<file path="src/cmd_decoder_defs.vh">
// Constants for the command/address bus decoder and its register slave
`ifndef CMD_DECODER_DEFS_VH
`define CMD_DECODER_DEFS_VH

// Decoded opcodes
`define OP_MPC        4'h0
`define OP_PRE        4'h1
`define OP_REF        4'h2
`define OP_SRE        4'h3
`define OP_WR1        4'h4
`define OP_SRX        4'h5
`define OP_MWR1       4'h6
`define OP_RD1        4'h7
`define OP_CAS2       4'h8
`define OP_MRW1       4'h9
`define OP_MRW2       4'ha
`define OP_MRR1       4'hb
`define OP_ACT1       4'hc
`define OP_ACT2       4'hd
`define OP_RSVD       4'hf

// What the next cycle must carry
`define WANT_NONE     3'h0
`define WANT_CAS      3'h1
`define WANT_ACT2     3'h2
`define WANT_MRW2     3'h3
`define WANT_IDLE2    3'h4
`define WANT_IDLE1    3'h5

// Multi-purpose operation payload codes
`define MPC_FIFO_WR   7'h47
`define MPC_FIFO_RD   7'h41
`define MPC_RD_CAL    7'h43
`define MPC_OSC_START 7'h4b
`define MPC_OSC_STOP  7'h4d
`define MPC_ZQ_START  7'h4f
`define MPC_ZQ_LATCH  7'h51

// Register word offsets
`define REG_CTRL      2'h0
`define REG_STATUS    2'h1
`define REG_CMD_CNT   2'h2
`define REG_BAD_CNT   2'h3

// Control fields and reset value
`define CTRL_OTF_BIT  0
`define CTRL_B32_BIT  1
`define CTRL_RESET    2'h0

`endif

</file>
<file path="src/dram_command_bus_decoder.v">
// Command/address bus decoder: pairs bus words into commands and polices their order
//
// Summary of operation
// - Illegal event sets fault until reset
// - Commands take two cycles, idle one
// - Don't-care bus bits are ignored; self-refresh entry with bit5 high is still flagged illegal
// - Bank index selects target bank
// - All-banks flag applies to every bank
// - Auto-close flag closes row after access
// - Burst bit picks 32 or 16 beats
// - Masked write is 16 beats, bit5 low
// - Column bits one and zero are zero
// - Column half decode with column bits
// - Row-close and refresh decode
// - Inputs sampled at true clock rise
// - Low clock gate disables input capture
//
// The register offsets and the Avalon-MM register port were decided locally.
`timescale 1ns/100ps
`include "cmd_decoder_defs.vh"
module dram_command_bus_decoder (
    // Clock and reset
    input  wire        clock,
    input  wire        rst_b,
    // Command/address pins
    input  wire        clock_gate,
    input  wire        select,
    input  wire [5:0]  command_address_bus,
    // Avalon-MM slave
    input  wire [1:0]  address,
    input  wire        read,
    input  wire        write,
    input  wire [31:0] writedata,
    output wire [31:0] readdata,
    output wire        waitrequest,
    // Decoded commands
    output reg         cmd_valid_q,
    output reg  [3:0]  cmd_code_q,
    output reg  [2:0]  cmd_bank_q,
    output reg         cmd_all_banks_q,
    output reg         cmd_auto_close_q,
    output reg         cmd_burst32_q,
    output reg  [9:0]  cmd_column_q,
    output reg  [14:0] cmd_row_q,
    output reg  [7:0]  cmd_payload_q,
    output reg  [5:0]  cmd_index_q,
    // Status
    output reg         illegal_q,
    output reg         fault_q,
    output reg         retain_q,
    output reg         power_down_q
);

localparam S_FIRST  = 1'b0;
localparam S_SECOND = 1'b1;

////////////////////////////////////////////////////////////////////////////////
// First-cycle opcode decode

function [3:0] classify;
    input [5:0] ca;
    begin
        casez (ca[4:0])
            5'b00000: classify = `OP_MPC;
            5'b10000: classify = `OP_PRE;
            5'b01000: classify = `OP_REF;
            5'b11000: classify = `OP_SRE;
            5'b00100: classify = `OP_WR1;
            5'b10100: classify = `OP_SRX;
            5'b01100: classify = `OP_MWR1;
            5'b00010: classify = `OP_RD1;
            5'b10010: classify = `OP_CAS2;
            5'b00110: classify = `OP_MRW1;
            5'b10110: classify = `OP_MRW2;
            5'b01110: classify = `OP_MRR1;
            5'b???01: classify = `OP_ACT1;
            5'b???11: classify = `OP_ACT2;
            default:  classify = `OP_RSVD;
        endcase
    end
endfunction

////////////////////////////////////////////////////////////////////////////////
// State

reg         state_q;
reg  [2:0]  want_q;
reg  [3:0]  pend_op_q;
reg  [2:0]  pend_bank_q;
reg         pend_ap_q;
reg         pend_b32_q;
reg         pend_c9_q;
reg  [4:0]  pend_row_q;
reg  [5:0]  pend_index_q;
reg         pend_op7_q;
reg  [15:0] cmd_cnt_q;
reg  [15:0] bad_cnt_q;

wire [5:0]  first_ca;
wire [3:0]  first_op;
wire        first_bad;
wire [1:0]  ctrl;
wire [3:0]  op_now;
wire [6:0]  mpc_code;
reg         bad_now;

assign op_now   = classify(command_address_bus);
assign mpc_code = {first_ca[5], command_address_bus};

// Legality of a first half against what the previous command demands
always @* begin
    bad_now = 1'b0;
    if (want_q == `WANT_CAS) begin
        bad_now = (op_now != `OP_CAS2);
    end else if (want_q == `WANT_ACT2) begin
        bad_now = (op_now != `OP_ACT2);
    end else if (want_q == `WANT_MRW2) begin
        bad_now = (op_now != `OP_MRW2);
    end else if (want_q != `WANT_NONE) begin
        bad_now = 1'b1;
    end else begin
        bad_now = (op_now == `OP_CAS2) || (op_now == `OP_ACT2) || (op_now == `OP_MRW2);
    end
    if (op_now == `OP_RSVD) begin
        bad_now = 1'b1;
    end
    if ((op_now == `OP_MWR1 || op_now == `OP_SRE) && command_address_bus[5]) begin
        bad_now = 1'b1;
    end
end

// First half is held over into the second cycle
first_half_latch u_first (
    .clock  (clock),
    .rst_b  (rst_b),
    .load   (clock_gate && select && state_q == S_FIRST),
    .ca_in  (command_address_bus),
    .op_in  (op_now),
    .bad_in (bad_now),
    .ca_q   (first_ca),
    .op_q   (first_op),
    .bad_q  (first_bad)
);

avalon_regs u_regs (
    .clock       (clock),
    .rst_b       (rst_b),
    .address     (address),
    .read        (read),
    .write       (write),
    .writedata   (writedata),
    .readdata    (readdata),
    .waitrequest (waitrequest),
    .status_in   ({3'h0, want_q == `WANT_NONE, power_down_q, retain_q, state_q, fault_q}),
    .cmd_cnt     (cmd_cnt_q),
    .bad_cnt     (bad_cnt_q),
    .ctrl_q      (ctrl)
);

////////////////////////////////////////////////////////////////////////////////
// Sequencer

always @(posedge clock or negedge rst_b) begin
    if (!rst_b) begin
        state_q          <= S_FIRST;
        want_q           <= `WANT_NONE;
        pend_op_q        <= `OP_MPC;
        pend_bank_q      <= 3'h0;
        pend_ap_q        <= 1'b0;
        pend_b32_q       <= 1'b0;
        pend_c9_q        <= 1'b0;
        pend_row_q       <= 5'h00;
        pend_index_q     <= 6'h00;
        pend_op7_q       <= 1'b0;
        cmd_valid_q      <= 1'b0;
        cmd_code_q       <= `OP_MPC;
        cmd_bank_q       <= 3'h0;
        cmd_all_banks_q  <= 1'b0;
        cmd_auto_close_q <= 1'b0;
        cmd_burst32_q    <= 1'b0;
        cmd_column_q     <= 10'h000;
        cmd_row_q        <= 15'h0000;
        cmd_payload_q    <= 8'h00;
        cmd_index_q      <= 6'h00;
        illegal_q        <= 1'b0;
        fault_q          <= 1'b0;
        retain_q         <= 1'b0;
        power_down_q     <= 1'b0;
        cmd_cnt_q        <= 16'h0000;
        bad_cnt_q        <= 16'h0000;
    end else begin
        cmd_valid_q  <= 1'b0;
        illegal_q    <= 1'b0;
        power_down_q <= !clock_gate;
        if (cmd_valid_q) begin
            cmd_cnt_q <= cmd_cnt_q + 16'h0001;
        end
        if (illegal_q) begin
            fault_q   <= 1'b1;
            bad_cnt_q <= bad_cnt_q + 16'h0001;
        end
        if (!clock_gate) begin
            // Input buffers off: a pair or a demanded follow-up cut short is illegal
            state_q <= S_FIRST;
            if (state_q == S_SECOND || want_q == `WANT_CAS || want_q == `WANT_ACT2 || want_q == `WANT_MRW2) begin
                illegal_q <= 1'b1;
            end
            want_q <= `WANT_NONE;
        end else if (state_q == S_FIRST) begin
            if (select) begin
                state_q <= S_SECOND;
                if (bad_now) begin
                    illegal_q <= 1'b1;
                    want_q    <= `WANT_NONE;
                end
            end else begin
                // Idle word: bus bits are not looked at
                if (want_q == `WANT_CAS || want_q == `WANT_ACT2 || want_q == `WANT_MRW2) begin
                    illegal_q <= 1'b1;
                    want_q    <= `WANT_NONE;
                end else if (want_q == `WANT_IDLE2) begin
                    want_q <= `WANT_IDLE1;
                end else begin
                    want_q <= `WANT_NONE;
                end
            end
        end else begin
            state_q <= S_FIRST;
            if (select || first_bad) begin
                illegal_q <= select;
                want_q    <= `WANT_NONE;
            end else begin
                want_q        <= `WANT_NONE;
                cmd_code_q    <= first_op;
                cmd_bank_q    <= command_address_bus[2:0];
                cmd_all_banks_q <= 1'b0;
                cmd_auto_close_q <= 1'b0;
                cmd_burst32_q <= 1'b0;
                case (first_op)
                    `OP_MPC: begin
                        cmd_payload_q <= {1'b0, mpc_code};
                        if (mpc_code == `MPC_FIFO_WR || mpc_code == `MPC_FIFO_RD || mpc_code == `MPC_RD_CAL) begin
                            pend_op_q <= `OP_MPC;
                            want_q    <= `WANT_CAS;
                        end else begin
                            cmd_valid_q <= 1'b1;
                            if (mpc_code == `MPC_OSC_START || mpc_code == `MPC_OSC_STOP ||
                                mpc_code == `MPC_ZQ_START || mpc_code == `MPC_ZQ_LATCH) begin
                                want_q <= `WANT_IDLE2;
                            end
                        end
                    end
                    `OP_PRE, `OP_REF: begin
                        cmd_valid_q     <= 1'b1;
                        cmd_all_banks_q <= first_ca[5];
                        cmd_bank_q      <= first_ca[5] ? 3'h0 : command_address_bus[2:0];
                    end
                    `OP_SRE: begin
                        cmd_valid_q <= 1'b1;
                        retain_q    <= 1'b1;
                    end
                    `OP_SRX: begin
                        cmd_valid_q <= 1'b1;
                        retain_q    <= 1'b0;
                    end
                    `OP_WR1, `OP_MWR1, `OP_RD1: begin
                        pend_op_q   <= first_op;
                        pend_bank_q <= command_address_bus[2:0];
                        pend_c9_q   <= command_address_bus[4];
                        pend_ap_q   <= command_address_bus[5];
                        if (first_op == `OP_MWR1) begin
                            pend_b32_q <= 1'b0;
                        end else if (ctrl[`CTRL_OTF_BIT]) begin
                            pend_b32_q <= first_ca[5];
                        end else begin
                            pend_b32_q <= ctrl[`CTRL_B32_BIT];
                        end
                        want_q <= `WANT_CAS;
                    end
                    `OP_MRR1: begin
                        pend_op_q    <= `OP_MRR1;
                        pend_index_q <= command_address_bus;
                        want_q       <= `WANT_CAS;
                    end
                    `OP_CAS2: begin
                        if ((pend_op_q == `OP_WR1 || pend_op_q == `OP_MWR1) && command_address_bus[1:0] != 2'h0) begin
                            illegal_q <= 1'b1;
                        end else begin
                            cmd_valid_q      <= 1'b1;
                            cmd_code_q       <= pend_op_q;
                            cmd_bank_q       <= pend_bank_q;
                            cmd_auto_close_q <= pend_ap_q;
                            cmd_burst32_q    <= pend_b32_q;
                            cmd_index_q      <= pend_index_q;
                            cmd_column_q     <= {pend_c9_q, first_ca[5], command_address_bus, 2'b00};
                        end
                    end
                    `OP_MRW1: begin
                        pend_index_q <= command_address_bus;
                        pend_op7_q   <= first_ca[5];
                        want_q       <= `WANT_MRW2;
                    end
                    `OP_MRW2: begin
                        cmd_valid_q   <= 1'b1;
                        cmd_index_q   <= pend_index_q;
                        cmd_payload_q <= {pend_op7_q, first_ca[5], command_address_bus};
                    end
                    `OP_ACT1: begin
                        pend_bank_q <= command_address_bus[2:0];
                        pend_row_q  <= {first_ca[4:2], command_address_bus[5:4]};
                        want_q      <= `WANT_ACT2;
                    end
                    `OP_ACT2: begin
                        cmd_valid_q <= 1'b1;
                        cmd_bank_q  <= pend_bank_q;
                        cmd_row_q   <= {pend_row_q, first_ca[5:2], command_address_bus};
                    end
                    default: begin
                        illegal_q <= 1'b1;
                    end
                endcase
            end
        end
    end
end

endmodule

</file>
<file path="src/first_half_latch.v">
// Holds the first-cycle bus word, opcode and its legality during the second cycle
`timescale 1ns/100ps
module first_half_latch (
    // Clock and reset
    input  wire       clock,
    input  wire       rst_b,
    // Capture
    input  wire       load,
    input  wire [5:0] ca_in,
    input  wire [3:0] op_in,
    input  wire       bad_in,
    // Held word
    output reg  [5:0] ca_q,
    output reg  [3:0] op_q,
    output reg        bad_q
);

always @(posedge clock or negedge rst_b) begin
    if (!rst_b) begin
        ca_q  <= 6'h00;
        op_q  <= 4'h0;
        bad_q <= 1'b0;
    end else if (load) begin
        ca_q  <= ca_in;
        op_q  <= op_in;
        bad_q <= bad_in;
    end
end

endmodule

</file>
<file path="src/avalon_regs.v">
// Avalon-MM slave with control, status and counter registers
`timescale 1ns/100ps
`include "cmd_decoder_defs.vh"
module avalon_regs (
    // Clock and reset
    input  wire        clock,
    input  wire        rst_b,
    // Avalon-MM slave
    input  wire [1:0]  address,
    input  wire        read,
    input  wire        write,
    input  wire [31:0] writedata,
    output reg  [31:0] readdata,
    output reg         waitrequest,
    // Block state
    input  wire [7:0]  status_in,
    input  wire [15:0] cmd_cnt,
    input  wire [15:0] bad_cnt,
    output reg  [1:0]  ctrl_q
);

always @(posedge clock or negedge rst_b) begin
    if (!rst_b) begin
        waitrequest <= 1'b1;
        readdata    <= 32'h00000000;
        ctrl_q      <= `CTRL_RESET;
    end else if ((read || write) && waitrequest) begin
        waitrequest <= 1'b0;
        if (address == `REG_CTRL) begin
            readdata <= {30'h00000000, ctrl_q};
        end else if (address == `REG_STATUS) begin
            readdata <= {24'h000000, status_in};
        end else if (address == `REG_CMD_CNT) begin
            readdata <= {16'h0000, cmd_cnt};
        end else begin
            readdata <= {16'h0000, bad_cnt};
        end
    end else begin
        waitrequest <= 1'b1;
        if (write && !waitrequest && address == `REG_CTRL) begin
            ctrl_q <= writedata[1:0];
        end
    end
end

endmodule

</file>
<file path="config.mk">
export PLATFORM = sky130hd
export DESIGN_NAME = dram_command_bus_decoder
export DESIGN_NICKNAME = d
export VERILOG_FILES = /design/src/dram_command_bus_decoder.v /design/src/first_half_latch.v /design/src/avalon_regs.v
export VERILOG_INCLUDE_DIRS = /design/src /design/src/src
export SDC_FILE = /design/constraint.sdc
export NUM_CORES = 1
export LEC_CHECK = 0
export ABC_AREA = 1
export BUFFER_PORTS_ARGS = -buffer_cell sky130_fd_sc_hd__buf_2
export CORE_UTILIZATION = 47
export DETAILED_ROUTE_END_ITERATION = 7
export GPL_TIMING_DRIVEN = 0
export PLACE_DENSITY = 0.74
export SYNTH_ARGS = -nofsm -noshare
export SYNTH_HDL_FRONTEND = slang
export SYNTH_HIERARCHICAL = 1
export SYNTH_SLANG_ARGS = --single-unit
</file>
<file path="constraint.sdc">
create_clock -name clock -period 3 [get_ports clock]
set_input_delay 0 -clock clock [delete_from_list [all_inputs] [get_ports clock]]
set_output_delay 0 -clock clock [all_outputs]
set_load 0.1 [all_outputs]
</file>
==> results of run 1 <==
==> report_power, final <==
group	switching [mW]	internal, mW	total [mW]	leakage (nW)
clock	0.847	1.07	1.92	0.254
sequential	0.225	2.16	2.38	1.82
combinational	1.56	0.376	1.94	2.23
==> flip-flops by register name (all words and copies together) (netlist names), 2 cells and up <==
| register | flops |
|---|---|
| cmd_column_q | 8 |
| pend_index_q | 6 |
| cmd_code_q | 4 |
| bad_cnt_q | 16 |
| pend_bank_q | 3 |
| pend_op_q | 4 |
| cmd_payload_q | 8 |
| u_first/op_q | 4 |
| u_regs/readdata | 16 |
| cmd_index_q | 6 |
| cmd_row_q | 15 |
| pend_row_q | 5 |
| u_first/ca_q | 4 |
| u_regs/ctrl_q | 2 |
| want_q | 3 |
| cmd_cnt_q | 16 |
| cmd_bank_q | 3 |
==> per-layer routing <==
layer / track usage / wire, um
met1: 0.313 / 7230
met2: 0.346 / 6860
met3: 0.0439 / 533
met4: 0.0741 / 256
met5: 0 / 0
==> worst min-delay path by stage <==
stage                    start                               to  slack, ps
floorplan                rst_b         bad_cnt_q[0]$_DFFE_PN0P_       -300
global placement    clock_gate           power_down_q$_DFF_PN0_        210
detailed placement       rst_b       cmd_index_q[3]$_DFFE_PN0P_         50
CTS                       read  u_regs/readdata[15]$_DFFE_PN0N_         60
global route              read  u_regs/readdata[15]$_DFFE_PN0N_         80
finish                    read  u_regs/readdata[15]$_DFFE_PN0N_         70
==> repair_timing <==
| action | CTS | global route |
|---|---|---|
| buffers inserted | 0 | 0 |
| hold buffers | 13 | 0 |
| endpoints found under the hold margin | 86 | 0 |
| endpoints found under the setup margin | 0 | 0 |
==> per-stage QoR <==
| stage | power [mW] | util | hold WS, ps | std cells |
|---|---|---|---|---|
| detailed placement | 4.32 | 0.544 | 53.9 | 1026 |
| finish | 6.24 | 0.594 | 66.7 | 1071 |
| global route | 6.49 | 0.594 | 83.1 | 1071 |
| global placement | 4.28 | 0.542 | 208 | 1025 |
| floorplan | 3.93 | - | -296 | 767 |
| CTS | 6.26 | 0.594 | 62.9 | 1071 |
==> worst register-to-register path, delay by kind of cell (launching register included) <==
| family | cells | cell delay, ps |
|---|---|---|
| buf+inv | 3 | 780 |
| compound gates | 1 | 160 |
| flops | 1 | 370 |
| simple gates | 2 | 460 |
==> layout make-up <==
type | instances | area (um2)
fillers | 1247 | 5460
clock inverters | 14 | 114
plain buffers | 38 | 288
well taps | 176 | 220
repair buffers | 96 | 574
flip-flops and latches | 138 | 3450
clock buffers | 18 | 429
multi-input cells | 511 | 2610
inverters | 80 | 304
==> impl_metrics.csv, run 1 <==
group,metric,value,unit
outcome,status,"complete, no violations",
placement,dp_hpwl,10700,um
finish,final_common_cell,"nand2_1",
clock_network,cts_tree,"done",
die,die_area,0.0145,mm2
sta,setup_viol,0,
setup_path,cp.depth,6,
sta,worst_pin_slew,764,ps
die,core_area,0.0135,mm2
detailed_routing,drt_iter0_drc,414,
clock_network,cts_sinks,138,
power_and_ir_drop,powerDensity,780,mW/mm2
grt,overflow,0,
setup_path,path_cells,"clkbuf_1, nand2_2, clkinv_2, nand4_1, clkbuf_1, o21ai_0",
setup_path,crit_path_end,"pend_row_q[2]$_DFFE_PN0P_",
setup_path,cp-start-kind,"register",
finish,num_antenna_cells,0,
setup_path,end_kind,"register",
die,start_util,0.490,
setup_path,r2r_start,"state_q$_DFF_PN0_",
setup_path,crit_family,"buffers and inverters",
sta,hold_violations,0,
sta,finalMaxSlewViolations,0,
placement,placed_cell_area,0.00732,mm2
finish,nets,930,
sta,setup_ws,1080,ps
grt,grt_max_degree,72,
sta,skew,7.81,ps
power_and_ir_drop,ir_drop,0.455,mV
placement,routabilityCongestion,0.886,
setup_path,critical_path_arrival,2200,ps
setup_path,critPathMaxFanout,10,
die,num_rows,42,
clock_network,cts-buffers-inserted,17,
placement,post-place-ws,1140,ps
clock_network,cts_max_level,4,
placement,numPortBuffers,82,
die,die_w,120,um
detailed_routing,antenna_left,0,
power_and_ir_drop,p_leak,4.31,nW
clock_network,insertion_delay,430,ps
setup_path,crit_top_cell,"clkbuf_1",
run,cap_violations,0,
synth,avgSynthCellArea,8.81,um2
clock_network,cts-root-buf,"clkbuf_16",
hold_path,hold_path_depth,5,
finish,layout-area-overhead-vs-synth,21.4,%
die,die_h,120,um
setup_path,cp_slowest_cell,"clkbuf_1",
detailed_routing,drtPass1Iterations,5,
finish,drive_gt1_frac,0.222,
grt,grt_pass1_vias,5069,
grt,grt_usage,0.223,
sta,fin_crit_sh,0.639,
sta,setup_tns,0,ps
clock_network,clk_pin_slew,60,ps
setup_path,regToRegSetupSlack,1080,ps
setup_path,r2r_end,"pend_row_q[2]$_DFFE_PN0P_",
sta,maxSlewHeadroom,0.487,
detailed_routing,wirelength,14900,um
clock_network,cts_resized,0,
setup_path,critPathMaxStageDelay,440,ps
detailed_routing,drcViolationCount,0,
synth,syn_inst,748,
sta,fmax,0.522,GHz
die,io-pin-count,133,
detailed_routing,viasPerCell,4.92,
finish,fin_area,0.00800,mm2
setup_path,path_buf_inv,3,
synth,yosys_warnings,6,
synth,netlist_area,0.00659,mm2
detailed_routing,num_vias,5270,
setup_path,crit_type,"register to register",
detailed_routing,wl_per_cell,13.9,um
setup_path,ff2ff_path_depth,6,
finish,mostFrequentLayoutCells,"219 x nand2_1, 137 x dfrtp_1, 86 x buf_2",
sta,rsz0062_at_grt,"no",
clock_network,cts_buffer_depth,2,
setup_path,startpoint,"state_q$_DFF_PN0_",
hold_path,min_path_type,"input port to register",
setup_path,required,3280,ps
grt,grt_antenna_before_repair,0,
sta,period_minus_slack,1920,ps
grt,grt_pass1_wl,24900,um
(Power assumes the default switching activity.)
==> inputs of run 2 (changes only) <==
==> constraint.sdc (replaced) <==
create_clock -name clock -period 1.9 [get_ports clock]
set_input_delay 0 -clock clock [delete_from_list [all_inputs] [get_ports clock]]
set_output_delay 0 -clock clock [all_outputs]
set_load 0.1 [all_outputs]
==> run 2 against run 1 <==
  * Design area increased by 2.3%
  * Critical path depth increased by 3
  * Die area unchanged
  * Sequential power increased by 58%
  * Count of clock-buffer cells in the layout increased by 3
  * Routed wire length increased by 2.3%
==> impl_metrics.csv, run 2 (synthesized netlist as in run 1, its figures left out) <==
group,metric,value,unit
clock_network,clk_pin_slew,60,ps
setup_path,regToRegSetupSlack,130,ps
finish,fin_area,0.00818,mm2
setup_path,ff2ff_path_depth,9,
sta,period_minus_slack,1770,ps
placement,numPortBuffers,82,
finish,fillers,1180,
clock_network,cts_tree,"done",
finish,layout-area-overhead-vs-synth,24.1,%
finish,multi_input_area,0.00265,mm2
sta,skew,5.29,ps
placement,dp_hpwl,10700,um
die,num_rows,42,
die,core_area,0.0135,mm2
die,die_area,0.0145,mm2
detailed_routing,antenna_left,0,
sta,hold_violations,0,
hold_path,holdPathEnd,"u_regs/readdata[3]$_DFFE_PN0N_",
power_and_ir_drop,power,10.5,mW
sta,setup_tns,0,ps
setup_path,critPathMaxFanout,10,
clock_network,cts_buffer_depth,2,
grt,grt_usage,0.229,
detailed_routing,drt_iter0_drc,459,
setup_path,required,2190,ps
sta,maxSlewHeadroom,0.472,
finish,nets,933,
sta,fin_crit_sh,0.933,
detailed_routing,drcViolationCount,0,
power_and_ir_drop,ir_drop,0.845,mV
detailed_routing,viasPerCell,5.03,
detailed_routing,wl_per_cell,14.2,um
grt,grt_pass1_wl,25400,um
setup_path,cp-start-kind,"register",
setup_path,end_kind,"register",
die,start_util,0.490,
die,io-pin-count,133,
detailed_routing,num_vias,5398,
detailed_routing,wirelength,15200,um
grt,grt_max_degree,77,
sta,setup_viol,0,
hold_path,min_path_type,"input port to register",
finish,mostFrequentLayoutCells,"219 x nand2_1, 134 x dfrtp_1, 86 x buf_2",
placement,routabilityCongestion,0.868,
die,die_w,120,um
grt,overflow,0,
finish,drive_gt1_frac,0.238,
sta,finalMaxSlewViolations,0,
power_and_ir_drop,powerDensity,1280,mW/mm2
clock_network,cts_max_level,4,
setup_path,r2r_end,"cmd_payload_q[6]$_DFFE_PN0P_",
finish,final_cells,1074,
finish,num_antenna_cells,0,
die,die_h,120,um
placement,post-place-ws,28.9,ps
placement,placed_cell_area,0.00733,mm2
clock_network,cts-buffers-inserted,17,
hold_path,hold_path.startpoint,"read",
grt,grt_antenna_before_repair,0,
sta,setup_ws,126,ps
finish,seqCellArea,0.00346,mm2
clock_network,insertion_delay,420,ps
sta,fmax,0.564,GHz
finish,top_regs,"bad_cnt_q (16), cmd_cnt_q (16), u_regs/readdata (16)",
clock_network,cts_sinks,138,
finish,final_common_cell,"nand2_1",
detailed_routing,drtPass1Iterations,5,
outcome,status,"complete, no violations",
run,cap_violations,0,
setup_path,startpoint,"u_first/op_q[0]$_DFFE_PN0P_",
setup_path,crit_type,"register to register",
power_and_ir_drop,p_leak,4.39,nW
clock_network,cts-root-buf,"clkbuf_16",
setup_path,critical_path_arrival,2060,ps
hold_path,hold_path_depth,5,
grt,grt_pass1_vias,5113,
placement,placedCellCount,1026,
sta,worst_pin_slew,786,ps
setup_path,r2r_start,"u_first/op_q[0]$_DFFE_PN0P_",
-- run 2: cell types whose count changed in the layout (fill, tap and decap cells not counted), moves of 3 or more --
cell       delta
nor2_1        -3
buf_4         +3
inv_6         -5
clkbuf_8      +3
bufinv_16     +5
dfrtp_1       -3
clkinv_4      -3
dfrtp_2       +3
-- run 2: layout make-up --
class / count / share of cell area
clock buffer: 21 / 0.0575
buffer: 38 / 0.0353
tap: 176 / 0.0269
timing repair buffer: 99 / 0.0730
multi-input combinational: 511 / 0.324
inverter: 80 / 0.0372
sequential: 138 / 0.423
clock inverter: 11 / 0.0234
-- run 2: power by group --
group | leakage [nW] | switching (mW) | total [mW] | internal (mW)
Sequential | 1.82 | 0.353 | 3.76 | 3.41
Combinational | 2.26 | 2.47 | 3.07 | 0.598
Clock | 0.315 | 1.23 | 3.66 | 2.43
Total | 4.39 | 4.05 | 10.5 | 6.43
-- run 2: layer usage --
layer | GRT usage | share of wire | wire length, um
met5 | 0 | 0 | 0
met4 | 0.0949 | 0.020 | 306
met3 | 0.0472 | 0.051 | 773
met2 | 0.344 | 0.46 | 7070
met1 | 0.324 | 0.46 | 7070
-- run 2: worst max path at each step --
stage               slack, ps                      endpoint
finish                    130  cmd_payload_q[6]$_DFFE_PN0P_
detailed placement         30  cmd_payload_q[6]$_DFFE_PN0P_
CTS                        10  cmd_payload_q[6]$_DFFE_PN0P_
global route              -10  cmd_payload_q[3]$_DFFE_PN0P_
floorplan                 100     cmd_cnt_q[15]$_DFFE_PN0P_
global placement        -1330         cmd_valid_q$_DFF_PN0_
-- run 2: worst max-delay path, stage by stage, from the launching register on --
cell     delay, ps
dfrtp_1        450
inv_2          160
nand2_1        150
nor2_4         180
inv_1           90
a21oi_1        160
inv_1          130
buf_2          190
nand2_1         60
o21ai_0         70
-- run 2: metrics by stage --
stage | util | hold WS (ps)
floorplan | - | -296
global placement | 0.542 | 195
detailed placement | 0.545 | 85.0
CTS | 0.603 | 71.8
global route | 0.608 | 103
finish | 0.608 | 87.4
-- run 2: timing repair --
| action | CTS | global route |
|---|---|---|
| buffers inserted | 0 | 3 |
| resized for setup | 0 | 13 |
| endpoints found under the hold margin | 93 | 0 |
| setup endpoints to repair | 0 | 27 |
| hold buffers | 13 | 0 |
